===== config.mk =====
export PLATFORM = sky130hd
export DESIGN_NAME = bandgap_trim_calibration
export DESIGN_NICKNAME = d
export VERILOG_FILES = /design/src/trim_stepper.v /design/src/bandgap_trim_calibration.v
export VERILOG_INCLUDE_DIRS = /design/src /design/src/src
export SDC_FILE = /design/constraint.sdc
export NUM_CORES = 1
export LEC_CHECK = 0
export ABC_AREA = 1
export BUFFER_PORTS_ARGS = -buffer_cell sky130_fd_sc_hd__buf_2
export CORE_UTILIZATION = 39
export CTS_CLUSTER_SIZE = 16
export DETAILED_ROUTE_END_ITERATION = 12
export PLACE_DENSITY = 0.63
export SYNTH_ARGS = -nofsm -noshare
export SYNTH_HDL_FRONTEND = slang
export SYNTH_SLANG_ARGS = --single-unit

===== constraint.sdc =====
create_clock -name mclk -period 3.3 [get_ports mclk]
set_input_delay 0.33 -clock mclk [delete_from_list [all_inputs] [get_ports mclk]]
set_output_delay 0.33 -clock mclk [all_outputs]
set_load 0.05 [all_outputs]

===== src/bandgap_trim_map.vh =====
// register indices, field positions, reset values and hold-off timing for the bandgap trim bank
// assumes a word-addressed bus where the byte address is four times the index
`ifndef BANDGAP_TRIM_MAP_VH
`define BANDGAP_TRIM_MAP_VH

`define IDX_LEVEL_TRIM 8'hd0
`define IDX_CURVATURE_TRIM 8'hd1
`define IDX_TRIM_CTRL 8'hd2
`define IDX_LEVEL_HOLDOFF 8'hd3
`define IDX_CURV_HOLDOFF 8'hd4
`define IDX_TRIM_STATUS 8'hd5

`define LEVEL_CODE_MSB 5
`define LEVEL_RESERVED_BIT 6
`define LEVEL_LEGACY_EN_BIT 7
`define CTRL_REF_EN_BIT 0
`define CTRL_STEP_EN_BIT 1
`define STAT_LEVEL_BUSY_BIT 0
`define STAT_CURV_BUSY_BIT 1
`define STAT_CURV_LEGAL_BIT 2
`define STAT_REF_EN_BIT 3

`define LEVEL_TRIM_RESET 6'h00
`define CURV_TRIM_RESET 8'h00
`define TRIM_CTRL_RESET 2'h0

`define CLK_PERIOD_NS 50
`define LEVEL_HOLDOFF_NS_PER_UF 1200
`define CURV_HOLDOFF_NS_PER_UF 3000
`define LEVEL_HOLDOFF_CYC ((`LEVEL_HOLDOFF_NS_PER_UF + `CLK_PERIOD_NS - 1) / `CLK_PERIOD_NS)
`define CURV_HOLDOFF_CYC ((`CURV_HOLDOFF_NS_PER_UF + `CLK_PERIOD_NS - 1) / `CLK_PERIOD_NS)

`endif


===== src/trim_stepper.v =====
// one trim field: applied code, target and hold-off counter between single-code steps
// assumes targets handed in are legal codes for the chosen coding
`timescale 1ns/10ps
`default_nettype none

module trim_stepper #(
  parameter W = 6,
  parameter THERMO = 0
) (
  input wire mclk,
  input wire nrst,
  input wire clkEn,
  input wire stepEn,
  input wire load,
  input wire [W-1:0] loadVal,
  input wire [15:0] holdoff,
  output reg [W-1:0] code_q,
  output reg busy_q
);

  reg [W-1:0] target_q;
  reg [15:0] wait_q;
  reg [W-1:0] stepUp;
  reg [W-1:0] stepDown;
  wire goUp;
  wire atTarget;

  assign goUp = (target_q > code_q);
  assign atTarget = (target_q == code_q);

  always @*
  begin
    if (THERMO != 0)
    begin
      // one more or one fewer filled bit keeps a thermometer code legal
      stepUp = {code_q[W-2:0], 1'b1};
      stepDown = {1'b0, code_q[W-1:1]};
    end
    else
    begin
      stepUp = code_q + {{(W-1){1'b0}}, 1'b1};
      stepDown = code_q - {{(W-1){1'b0}}, 1'b1};
    end
  end

  always @(posedge mclk or negedge nrst)
  begin
    if (!nrst)
    begin
      code_q <= {W{1'b0}};
      target_q <= {W{1'b0}};
      wait_q <= 16'h0000;
      busy_q <= 1'b0;
    end
    else if (clkEn)
    begin
      if (load)
      begin
        target_q <= loadVal;
        if (!stepEn)
        begin
          code_q <= loadVal;
          wait_q <= 16'h0000;
        end
        busy_q <= stepEn && (loadVal != code_q);
      end
      else if (stepEn && !atTarget)
      begin
        if (wait_q == 16'h0000)
        begin
          // single code per step, then hold off so the regulator catches up
          code_q <= goUp ? stepUp : stepDown;
          wait_q <= holdoff;
          busy_q <= 1'b1;
        end
        else
        begin
          wait_q <= wait_q - 16'h0001;
          busy_q <= 1'b1;
        end
      end
      else
      begin
        if (wait_q != 16'h0000)
          wait_q <= wait_q - 16'h0001;
        busy_q <= stepEn && !atTarget;
      end
    end
  end

endmodule

`default_nettype wire


===== src/bandgap_trim_calibration.v =====
// bandgap trim register bank with optional single-step trim sequencer, Avalon-MM slave
// assumes one clock, word-addressed Avalon-MM master that holds requests until waitrequest is low
//
// Chosen here: the Avalon-MM interface to the registers.
`timescale 1ns/10ps
`default_nettype none
`include "bandgap_trim_map.vh"

module bandgap_trim_calibration (
  input wire mclk,
  input wire nrst,
  input wire clkEn,
  input wire [7:0] address,
  input wire read,
  input wire write,
  input wire [31:0] writedata,
  input wire [3:0] byteenable,
  output reg [31:0] readdata,
  output reg waitrequest,
  output wire [5:0] levelTrimCode,
  output wire [7:0] curvatureTrimCode,
  output reg [5:0] brownoutTrimCode,
  output reg refEnable,
  output reg regulatorAltRef,
  output reg adcRefReady
);

  // the cycle counts are integer arithmetic; cut to the 16-bit counter width on purpose
  localparam integer LEVEL_HOLDOFF_INT = `LEVEL_HOLDOFF_CYC;
  localparam integer CURV_HOLDOFF_INT = `CURV_HOLDOFF_CYC;
  localparam [15:0] LEVEL_HOLDOFF_DEF = LEVEL_HOLDOFF_INT[15:0];
  localparam [15:0] CURV_HOLDOFF_DEF = CURV_HOLDOFF_INT[15:0];

  reg refEn_q;
  reg stepEn_q;
  reg [15:0] levelHoldoff_q;
  reg [15:0] curvHoldoff_q;
  reg [31:0] rdData_d;
  wire levelBusy;
  wire curvBusy;
  wire commit;
  wire laneLow;
  wire levelLoad;
  wire curvLoad;
  wire [7:0] curvTarget;
  wire curvLegal;

  // fill every bit below the highest set bit, giving the nearest legal thermometer code above
  function [7:0] fill_down;
    input [7:0] v;
    reg [7:0] f;
    begin
      f = v;
      f = f | {1'b0, f[7:1]};
      f = f | {2'b00, f[7:2]};
      f = f | {4'h0, f[7:4]};
      fill_down = f;
    end
  endfunction

  // a legal thermometer code plus one is a power of two, or it is all ones
  function is_thermo;
    input [7:0] v;
    reg [8:0] p;
    begin
      p = {1'b0, v} + 9'h001;
      is_thermo = ((p & (p - 9'h001)) == 9'h000);
    end
  endfunction

  // a request is answered one cycle after it is seen; the write lands when waitrequest is low
  assign commit = write && !waitrequest;
  assign laneLow = byteenable[0];
  assign levelLoad = commit && laneLow && (address == `IDX_LEVEL_TRIM);
  assign curvLoad = commit && laneLow && (address == `IDX_CURVATURE_TRIM);

  // in step mode an illegal curvature value would make the walk oscillate, so round it up
  assign curvTarget = stepEn_q ? fill_down(writedata[7:0]) : writedata[7:0];
  assign curvLegal = is_thermo(curvatureTrimCode);

  trim_stepper #(
    .W(6),
    .THERMO(0)
  ) levelStep (
    .mclk(mclk),
    .nrst(nrst),
    .clkEn(clkEn),
    .stepEn(stepEn_q),
    .load(levelLoad),
    .loadVal(writedata[`LEVEL_CODE_MSB:0]),
    .holdoff(levelHoldoff_q),
    .code_q(levelTrimCode),
    .busy_q(levelBusy)
  );
  // binary code, 000000 lowest level up to 111111 highest, one uniform step per code

  trim_stepper #(
    .W(8),
    .THERMO(1)
  ) curvStep (
    .mclk(mclk),
    .nrst(nrst),
    .clkEn(clkEn),
    .stepEn(stepEn_q),
    .load(curvLoad),
    .loadVal(curvTarget),
    .holdoff(curvHoldoff_q),
    .code_q(curvatureTrimCode),
    .busy_q(curvBusy)
  );
  // stepping fills or drains ones from bit zero, zeros puts the peak hottest

  always @*
  begin
    rdData_d = 32'h00000000;
    if (address == `IDX_LEVEL_TRIM)
    begin
      // bits seven and six read zero and ignore writes
      rdData_d[`LEVEL_CODE_MSB:0] = levelTrimCode;
    end
    else if (address == `IDX_CURVATURE_TRIM)
    begin
      rdData_d[7:0] = curvatureTrimCode;
    end
    else if (address == `IDX_TRIM_CTRL)
    begin
      rdData_d[`CTRL_REF_EN_BIT] = refEn_q;
      rdData_d[`CTRL_STEP_EN_BIT] = stepEn_q;
    end
    else if (address == `IDX_LEVEL_HOLDOFF)
    begin
      rdData_d[15:0] = levelHoldoff_q;
    end
    else if (address == `IDX_CURV_HOLDOFF)
    begin
      rdData_d[15:0] = curvHoldoff_q;
    end
    else if (address == `IDX_TRIM_STATUS)
    begin
      rdData_d[`STAT_LEVEL_BUSY_BIT] = levelBusy;
      rdData_d[`STAT_CURV_BUSY_BIT] = curvBusy;
      rdData_d[`STAT_CURV_LEGAL_BIT] = curvLegal;
      rdData_d[`STAT_REF_EN_BIT] = refEn_q;
    end
    else
    begin
      rdData_d = 32'h00000000;
    end
  end

  // bus handshake: waitrequest idles high, drops for one cycle per request
  always @(posedge mclk or negedge nrst)
  begin
    if (!nrst)
    begin
      waitrequest <= 1'b1;
      readdata <= 32'h00000000;
    end
    else if (clkEn)
    begin
      if ((read || write) && waitrequest)
      begin
        waitrequest <= 1'b0;
        if (read)
          readdata <= rdData_d;
      end
      else
      begin
        waitrequest <= 1'b1;
      end
    end
  end

  // control and hold-off registers; hold-off resets to the 1 uF figures
  always @(posedge mclk or negedge nrst)
  begin
    if (!nrst)
    begin
      refEn_q <= 1'b0;
      stepEn_q <= 1'b0;
      levelHoldoff_q <= LEVEL_HOLDOFF_DEF;
      curvHoldoff_q <= CURV_HOLDOFF_DEF;
    end
    else if (clkEn && commit)
    begin
      if (address == `IDX_TRIM_CTRL)
      begin
        if (laneLow)
        begin
          // reference enable lives here, apart from any converter enable
          refEn_q <= writedata[`CTRL_REF_EN_BIT];
          stepEn_q <= writedata[`CTRL_STEP_EN_BIT];
        end
      end
      else if (address == `IDX_LEVEL_HOLDOFF)
      begin
        if (laneLow)
          levelHoldoff_q[7:0] <= writedata[7:0];
        if (byteenable[1])
          levelHoldoff_q[15:8] <= writedata[15:8];
      end
      else if (address == `IDX_CURV_HOLDOFF)
      begin
        if (laneLow)
          curvHoldoff_q[7:0] <= writedata[7:0];
        if (byteenable[1])
          curvHoldoff_q[15:8] <= writedata[15:8];
      end
    end
  end

  // analog-facing controls, registered so nothing glitches into the reference
  always @(posedge mclk or negedge nrst)
  begin
    if (!nrst)
    begin
      brownoutTrimCode <= `LEVEL_TRIM_RESET;
      refEnable <= 1'b0;
      regulatorAltRef <= 1'b1;
      adcRefReady <= 1'b0;
    end
    else if (clkEn)
    begin
      // the brown-out threshold follows the same code; it reacts fast, the regulator slowly,
      // which is why the stepper exists
      brownoutTrimCode <= levelTrimCode;
      refEnable <= refEn_q;
      // alternate reference only ever feeds the regulator, never the converters
      regulatorAltRef <= !refEn_q;
      adcRefReady <= refEn_q;
    end
  end

endmodule

`default_nettype wire


==> impl_metrics.prom <==
# TYPE chip_impl_metric gauge
chip_impl_metric{name="clock_skew",unit="ns"} 0.009264
chip_impl_metric{name="critPathMaxStageDelay",unit="ns"} 0.47
chip_impl_metric{name="path_max_fanout",unit=""} 6
chip_impl_metric{name="standby_leakage_power",unit="uW"} 0.004536
chip_impl_metric{name="post_synth_instance_area",unit="um^2"} 7550
chip_impl_metric{name="place_hpwl",unit="mm"} 15.74
chip_impl_info{name="timing.critical_path.to_type",value="register"} 1
chip_impl_metric{name="power_frac_seq",unit="%"} 34.2
chip_impl_metric{name="post_synthesis_share_of_cell_area_spent_on_and_or_nand_and_nor_gates",unit="%"} 23.24
chip_impl_metric{name="gp_congestion",unit=""} 0.9262
chip_impl_metric{name="final_min_period_over_clock_period",unit="%"} 88.68
chip_impl_info{name="unrepaired_setup_endpoints_after_global_routing",value="false"} 1
chip_impl_metric{name="fill_cells",unit=""} 1887
chip_impl_metric{name="finalMaxSlewViolations",unit=""} 0
chip_impl_metric{name="place.port_buffers",unit=""} 70
chip_impl_metric{name="synth_compound_gate_area_share",unit="%"} 16.18
chip_impl_metric{name="synth_edf_count",unit=""} 0
chip_impl_info{name="clockRootBuffer",value="clkbuf_16"} 1
chip_impl_metric{name="worst_skew_pair.late_latency",unit="ns"} 0.42
chip_impl_metric{name="cts.sinks",unit=""} 121
chip_impl_metric{name="synth_cell_type_count",unit=""} 51
chip_impl_metric{name="max-clock-path-buffers",unit=""} 2
chip_impl_metric{name="worstPathArrival",unit="ns"} 3.27
chip_impl_metric{name="grt_max_degree",unit=""} 43
chip_impl_metric{name="yosysSeqAreaShare",unit="%"} 40.24
chip_impl_metric{name="relative_contribution_of_combinational_cells_to_total_power",unit="%"} 27.9
chip_impl_metric{name="synthCells",unit=""} 985
chip_impl_metric{name="gr-usage-all-layers",unit="%"} 22.40
chip_impl_metric{name="final_hold_violations",unit=""} 0
chip_impl_metric{name="p_total",unit="uW"} 5431
chip_impl_metric{name="final_net_count",unit=""} 1136
chip_impl_metric{name="floorplan.core_area",unit="um^2"} 18830
chip_impl_metric{name="htreeDepth",unit=""} 4
chip_impl_metric{name="routed-via-count",unit=""} 6708
chip_impl_metric{name="cp.required",unit="ns"} 3.64
chip_impl_info{name="timing.critical_path.slowest_stage_cell",value="dfrtp_1"} 1
chip_impl_metric{name="total_switching_power",unit="uW"} 1886
chip_impl_info{name="timing.critical_path.from_type",value="register"} 1
chip_impl_info{name="dominantRegCellSynth",value="dfrtp_1"} 1
chip_impl_metric{name="grt_pass1_vias",unit=""} 6383
chip_impl_metric{name="drt-wirelength-per-cell",unit="um"} 15.54
chip_impl_metric{name="grt_first_pass_wirelength",unit="mm"} 34.29
chip_impl_info{name="dominant_combinational_cell_family_by_area_after_synthesis",value="simple AND/OR/NAND/NOR gates"} 1
chip_impl_info{name="synth_top_cells_by_area",value="dfrtp_1, nand2_1, inv_1, o21ai_0, nor2_1"} 1
chip_impl_metric{name="synthAdderAreaFrac",unit="%"} 4.408
chip_impl_metric{name="finalWirelength",unit="mm"} 20.73
chip_impl_metric{name="insertedDiodeCount",unit=""} 0
chip_impl_metric{name="pin_count",unit=""} 105
chip_impl_metric{name="die_height",unit="um"} 141.1
chip_impl_metric{name="fp.dieArea",unit="um^2"} 19920
chip_impl_info{name="critical-path-top-cell-by-count",value="nand2_1"} 1
chip_impl_info{name="hold_path.class",value="in2reg"} 1
chip_impl_metric{name="p_clk_share",unit="%"} 37.9
chip_impl_metric{name="via_per_inst",unit=""} 5.028
chip_impl_metric{name="post_route_cells_drive_above_1_share",unit="%"} 16.20
chip_impl_metric{name="worst_slew_pin_slew",unit="ns"} 0.8035
chip_impl_metric{name="clock.fmax",unit="MHz"} 341.7
chip_impl_metric{name="floorplan.initialDensity",unit="%"} 40.09
chip_impl_metric{name="vdd_ir_drop_max",unit="uV"} 337.5
chip_impl_info{name="yosys.area.top_type",value="dfrtp_1"} 1
chip_impl_metric{name="area_delta_synth_final",unit="%"} 16.57
chip_impl_metric{name="cp_num_buf_inv",unit=""} 1
chip_impl_metric{name="path_clk_slew",unit="ns"} 0.06
chip_impl_metric{name="tns",unit="ns"} 0
chip_impl_metric{name="synth-xor-area-share",unit="%"} 3.016
chip_impl_metric{name="grt_antenna_before_repair",unit=""} 0
chip_impl_metric{name="drc",unit=""} 0
chip_impl_info{name="cts_tree",value="yes"} 1
chip_impl_metric{name="drt_pre_antenna_iters",unit=""} 5
chip_impl_info{name="crit_path_cell_trace",value="inv_1 > ha_1 > nand2_1 > nor2_1 > o21ai_0 > o211ai_1 > nand2_1 > ha_1 > a21oi_1 > nand2_1 > nand2_1 > nand2_1 > a21o_1 > nand3b_1 > nand2_1 > nand2_1 > a21boi_0"} 1
chip_impl_metric{name="postSynth.asyncResetShare",unit="%"} 100.0
chip_impl_metric{name="gr-total-overflow",unit=""} 0
chip_impl_metric{name="register_area",unit="um^2"} 3038
chip_impl_metric{name="drt_first_iter_violations",unit=""} 593
chip_impl_metric{name="power_per_cell_area",unit="nW/um^2"} 617.1
chip_impl_info{name="cp_top_family",value="simple AND/OR/NAND/NOR gates"} 1
chip_impl_info{name="outcome",value="complete, no violations"} 1
chip_impl_info{name="layout.cells.most_common_list",value="nand2_1, inv_1, dfrtp_1"} 1
chip_impl_metric{name="netlist.area_leader.share",unit="%"} 37.45
chip_impl_metric{name="setup-violations-final",unit=""} 0
chip_impl_metric{name="drtAntennaViolNets",unit=""} 0
chip_impl_metric{name="synth_warnings",unit=""} 0
chip_impl_metric{name="internal_power",unit="uW"} 3545
chip_impl_metric{name="placement_rows",unit=""} 50
chip_impl_metric{name="netSwitchingFraction",unit="%"} 34.73
chip_impl_metric{name="clock_buffers_created_by_tritoncts",unit=""} 17
chip_impl_metric{name="syn_area_per_cell",unit="um^2"} 7.665
chip_impl_metric{name="cts_resized",unit=""} 0
chip_impl_metric{name="flops_latches_synth",unit=""} 121
chip_impl_metric{name="slew_headroom",unit="%"} 45.94
chip_impl_info{name="critical_path_start_end_classification",value="reg2reg"} 1
chip_impl_metric{name="min_period",unit="ns"} 2.926
chip_impl_info{name="mostFrequentLayoutCell",value="nand2_1"} 1
chip_impl_metric{name="maxCapViolCount",unit=""} 0
chip_impl_metric{name="die-width",unit="um"} 141.1
chip_impl_metric{name="combined_area_of_the_multi_input_logic_cells",unit="um^2"} 3786
chip_impl_metric{name="muxShareOfSynthArea",unit="%"} 2.519
==> area by class of cell <==
| class | count | share of cell area, % |
|---|---|---|
| well taps | 260 | 3.696 |
| inverters | 140 | 6.014 |
| clock inverters | 12 | 2.132 |
| clock buffers | 20 | 5.303 |
| multi-input cells | 696 | 43.02 |
| repair buffers | 85 | 5.317 |
| flip-flops and latches | 121 | 34.52 |
==> kinds of logic after synthesis <==
group | Yosys count
simple gates | 401
compound gates | 209
buf+inv | 183
flops | 121
fa+ha+maj | 26
xor+xnor | 26
mux | 18
other cells | 1
==> tightest hold or removal path, cell delays in order <==
cell	delay [ns]
buf_2	0.09
mux2i_1	0.06
inv_1	0.04
==> registers in the layout, indices dropped and copies added, names as in the netlist <==
register	flops
refEn_q	1
curvStep.target_q	8
regulatorAltRef	1
curvStep.wait_q	16
levelStep.target_q	6
curvStep.busy_q	1
levelStep.busy_q	1
levelHoldoff_q	16
curvHoldoff_q	16
stepEn_q	1
brownoutTrimCode	6
adcRefReady	1
readdata	16
levelStep.code_q	6
waitrequest	1
levelStep.wait_q	16
curvStep.code_q	8
==> timing repair <==
| action | CTS | global route |
|---|---|---|
| hold buffers | 1 | 0 |
| setup buffers | 0 | 0 |
| endpoints found under the hold margin | 37 | 0 |
==> per-stage QoR <==
step | area [um^2] | hold WS (ns) | setup slack [ns] | instances | utilization, %
6_report | 8801 | 0.1400 | 0.3736 | 1334 | 46.74
2_1_floorplan | 7606 | 0.03441 | 0.3429 | 1000 | -
3_5_place_dp | 8137 | 0.3669 | 0.3762 | 1301 | 43.21
3_3_place_gp | 8137 | 0.3598 | 0.4714 | 1301 | 43.21
4_1_cts | 8801 | 0.1165 | 0.3467 | 1334 | 46.74
5_1_grt | 8801 | 0.1424 | 0.07846 | 1334 | 46.74
==> metal layers <==
| metal | up-vias | track usage, % | part of all wire, % |
|---|---|---|---|
| li1 | 3330 | - | - |
| met1 | 3158 | 31.10 | 48 |
| met2 | 191 | 34.42 | 45 |
| met3 | 29 | 3.804 | 4.6 |
| met4 | 0 | 9.382 | 2.3 |
| met5 | - | 0 | 0 |
==> worst paths after layout <==
| check | from | end | slack, ns | depth (start not counted) |
|---|---|---|---|---|
| min in group asynchronous | nrst | readdata[6] | 0.45 | 2 |
| setup / recovery | levelStep.code_q[2] | levelStep.code_q[5] | 0.37 | 17 |
| hold reg to reg | readdata[14] | readdata[14] | 0.47 | 2 |
| max in group asynchronous | nrst | curvHoldoff_q[2] | 1.97 | 3 |
| setup reg to reg | levelStep.code_q[2] | levelStep.code_q[5] | 0.37 | 17 |
| hold / removal | writedata[13] | levelHoldoff_q[13] | 0.14 | 3 |
==> power groups by stage <==
stage                     clock network (uW)  registers [uW]  logic [uW]
after floorplan                            0            1950        1090
after global placement                     0            1880        1480
after detailed placement                   0            1880        1500
after CTS                               2100            1850        1510
after global routing                    2160            1880        1710
final                                   2060            1860        1510
==> cells in the mapped netlist (9+ instances only) <==
cell,instances
o22ai_1,10
nor2_1,88
clkbuf_1,15
o22ai_2,10
nand3_1,42
nor3_1,9
a21oi_1,60
inv_1,130
o21ai_0,89
ha_1,25
o211ai_1,14
xor2_1,19
mux2i_1,10
nand2_1,227
buf_4,20
dfrtp_1,113
(Power assumes the default switching activity.)
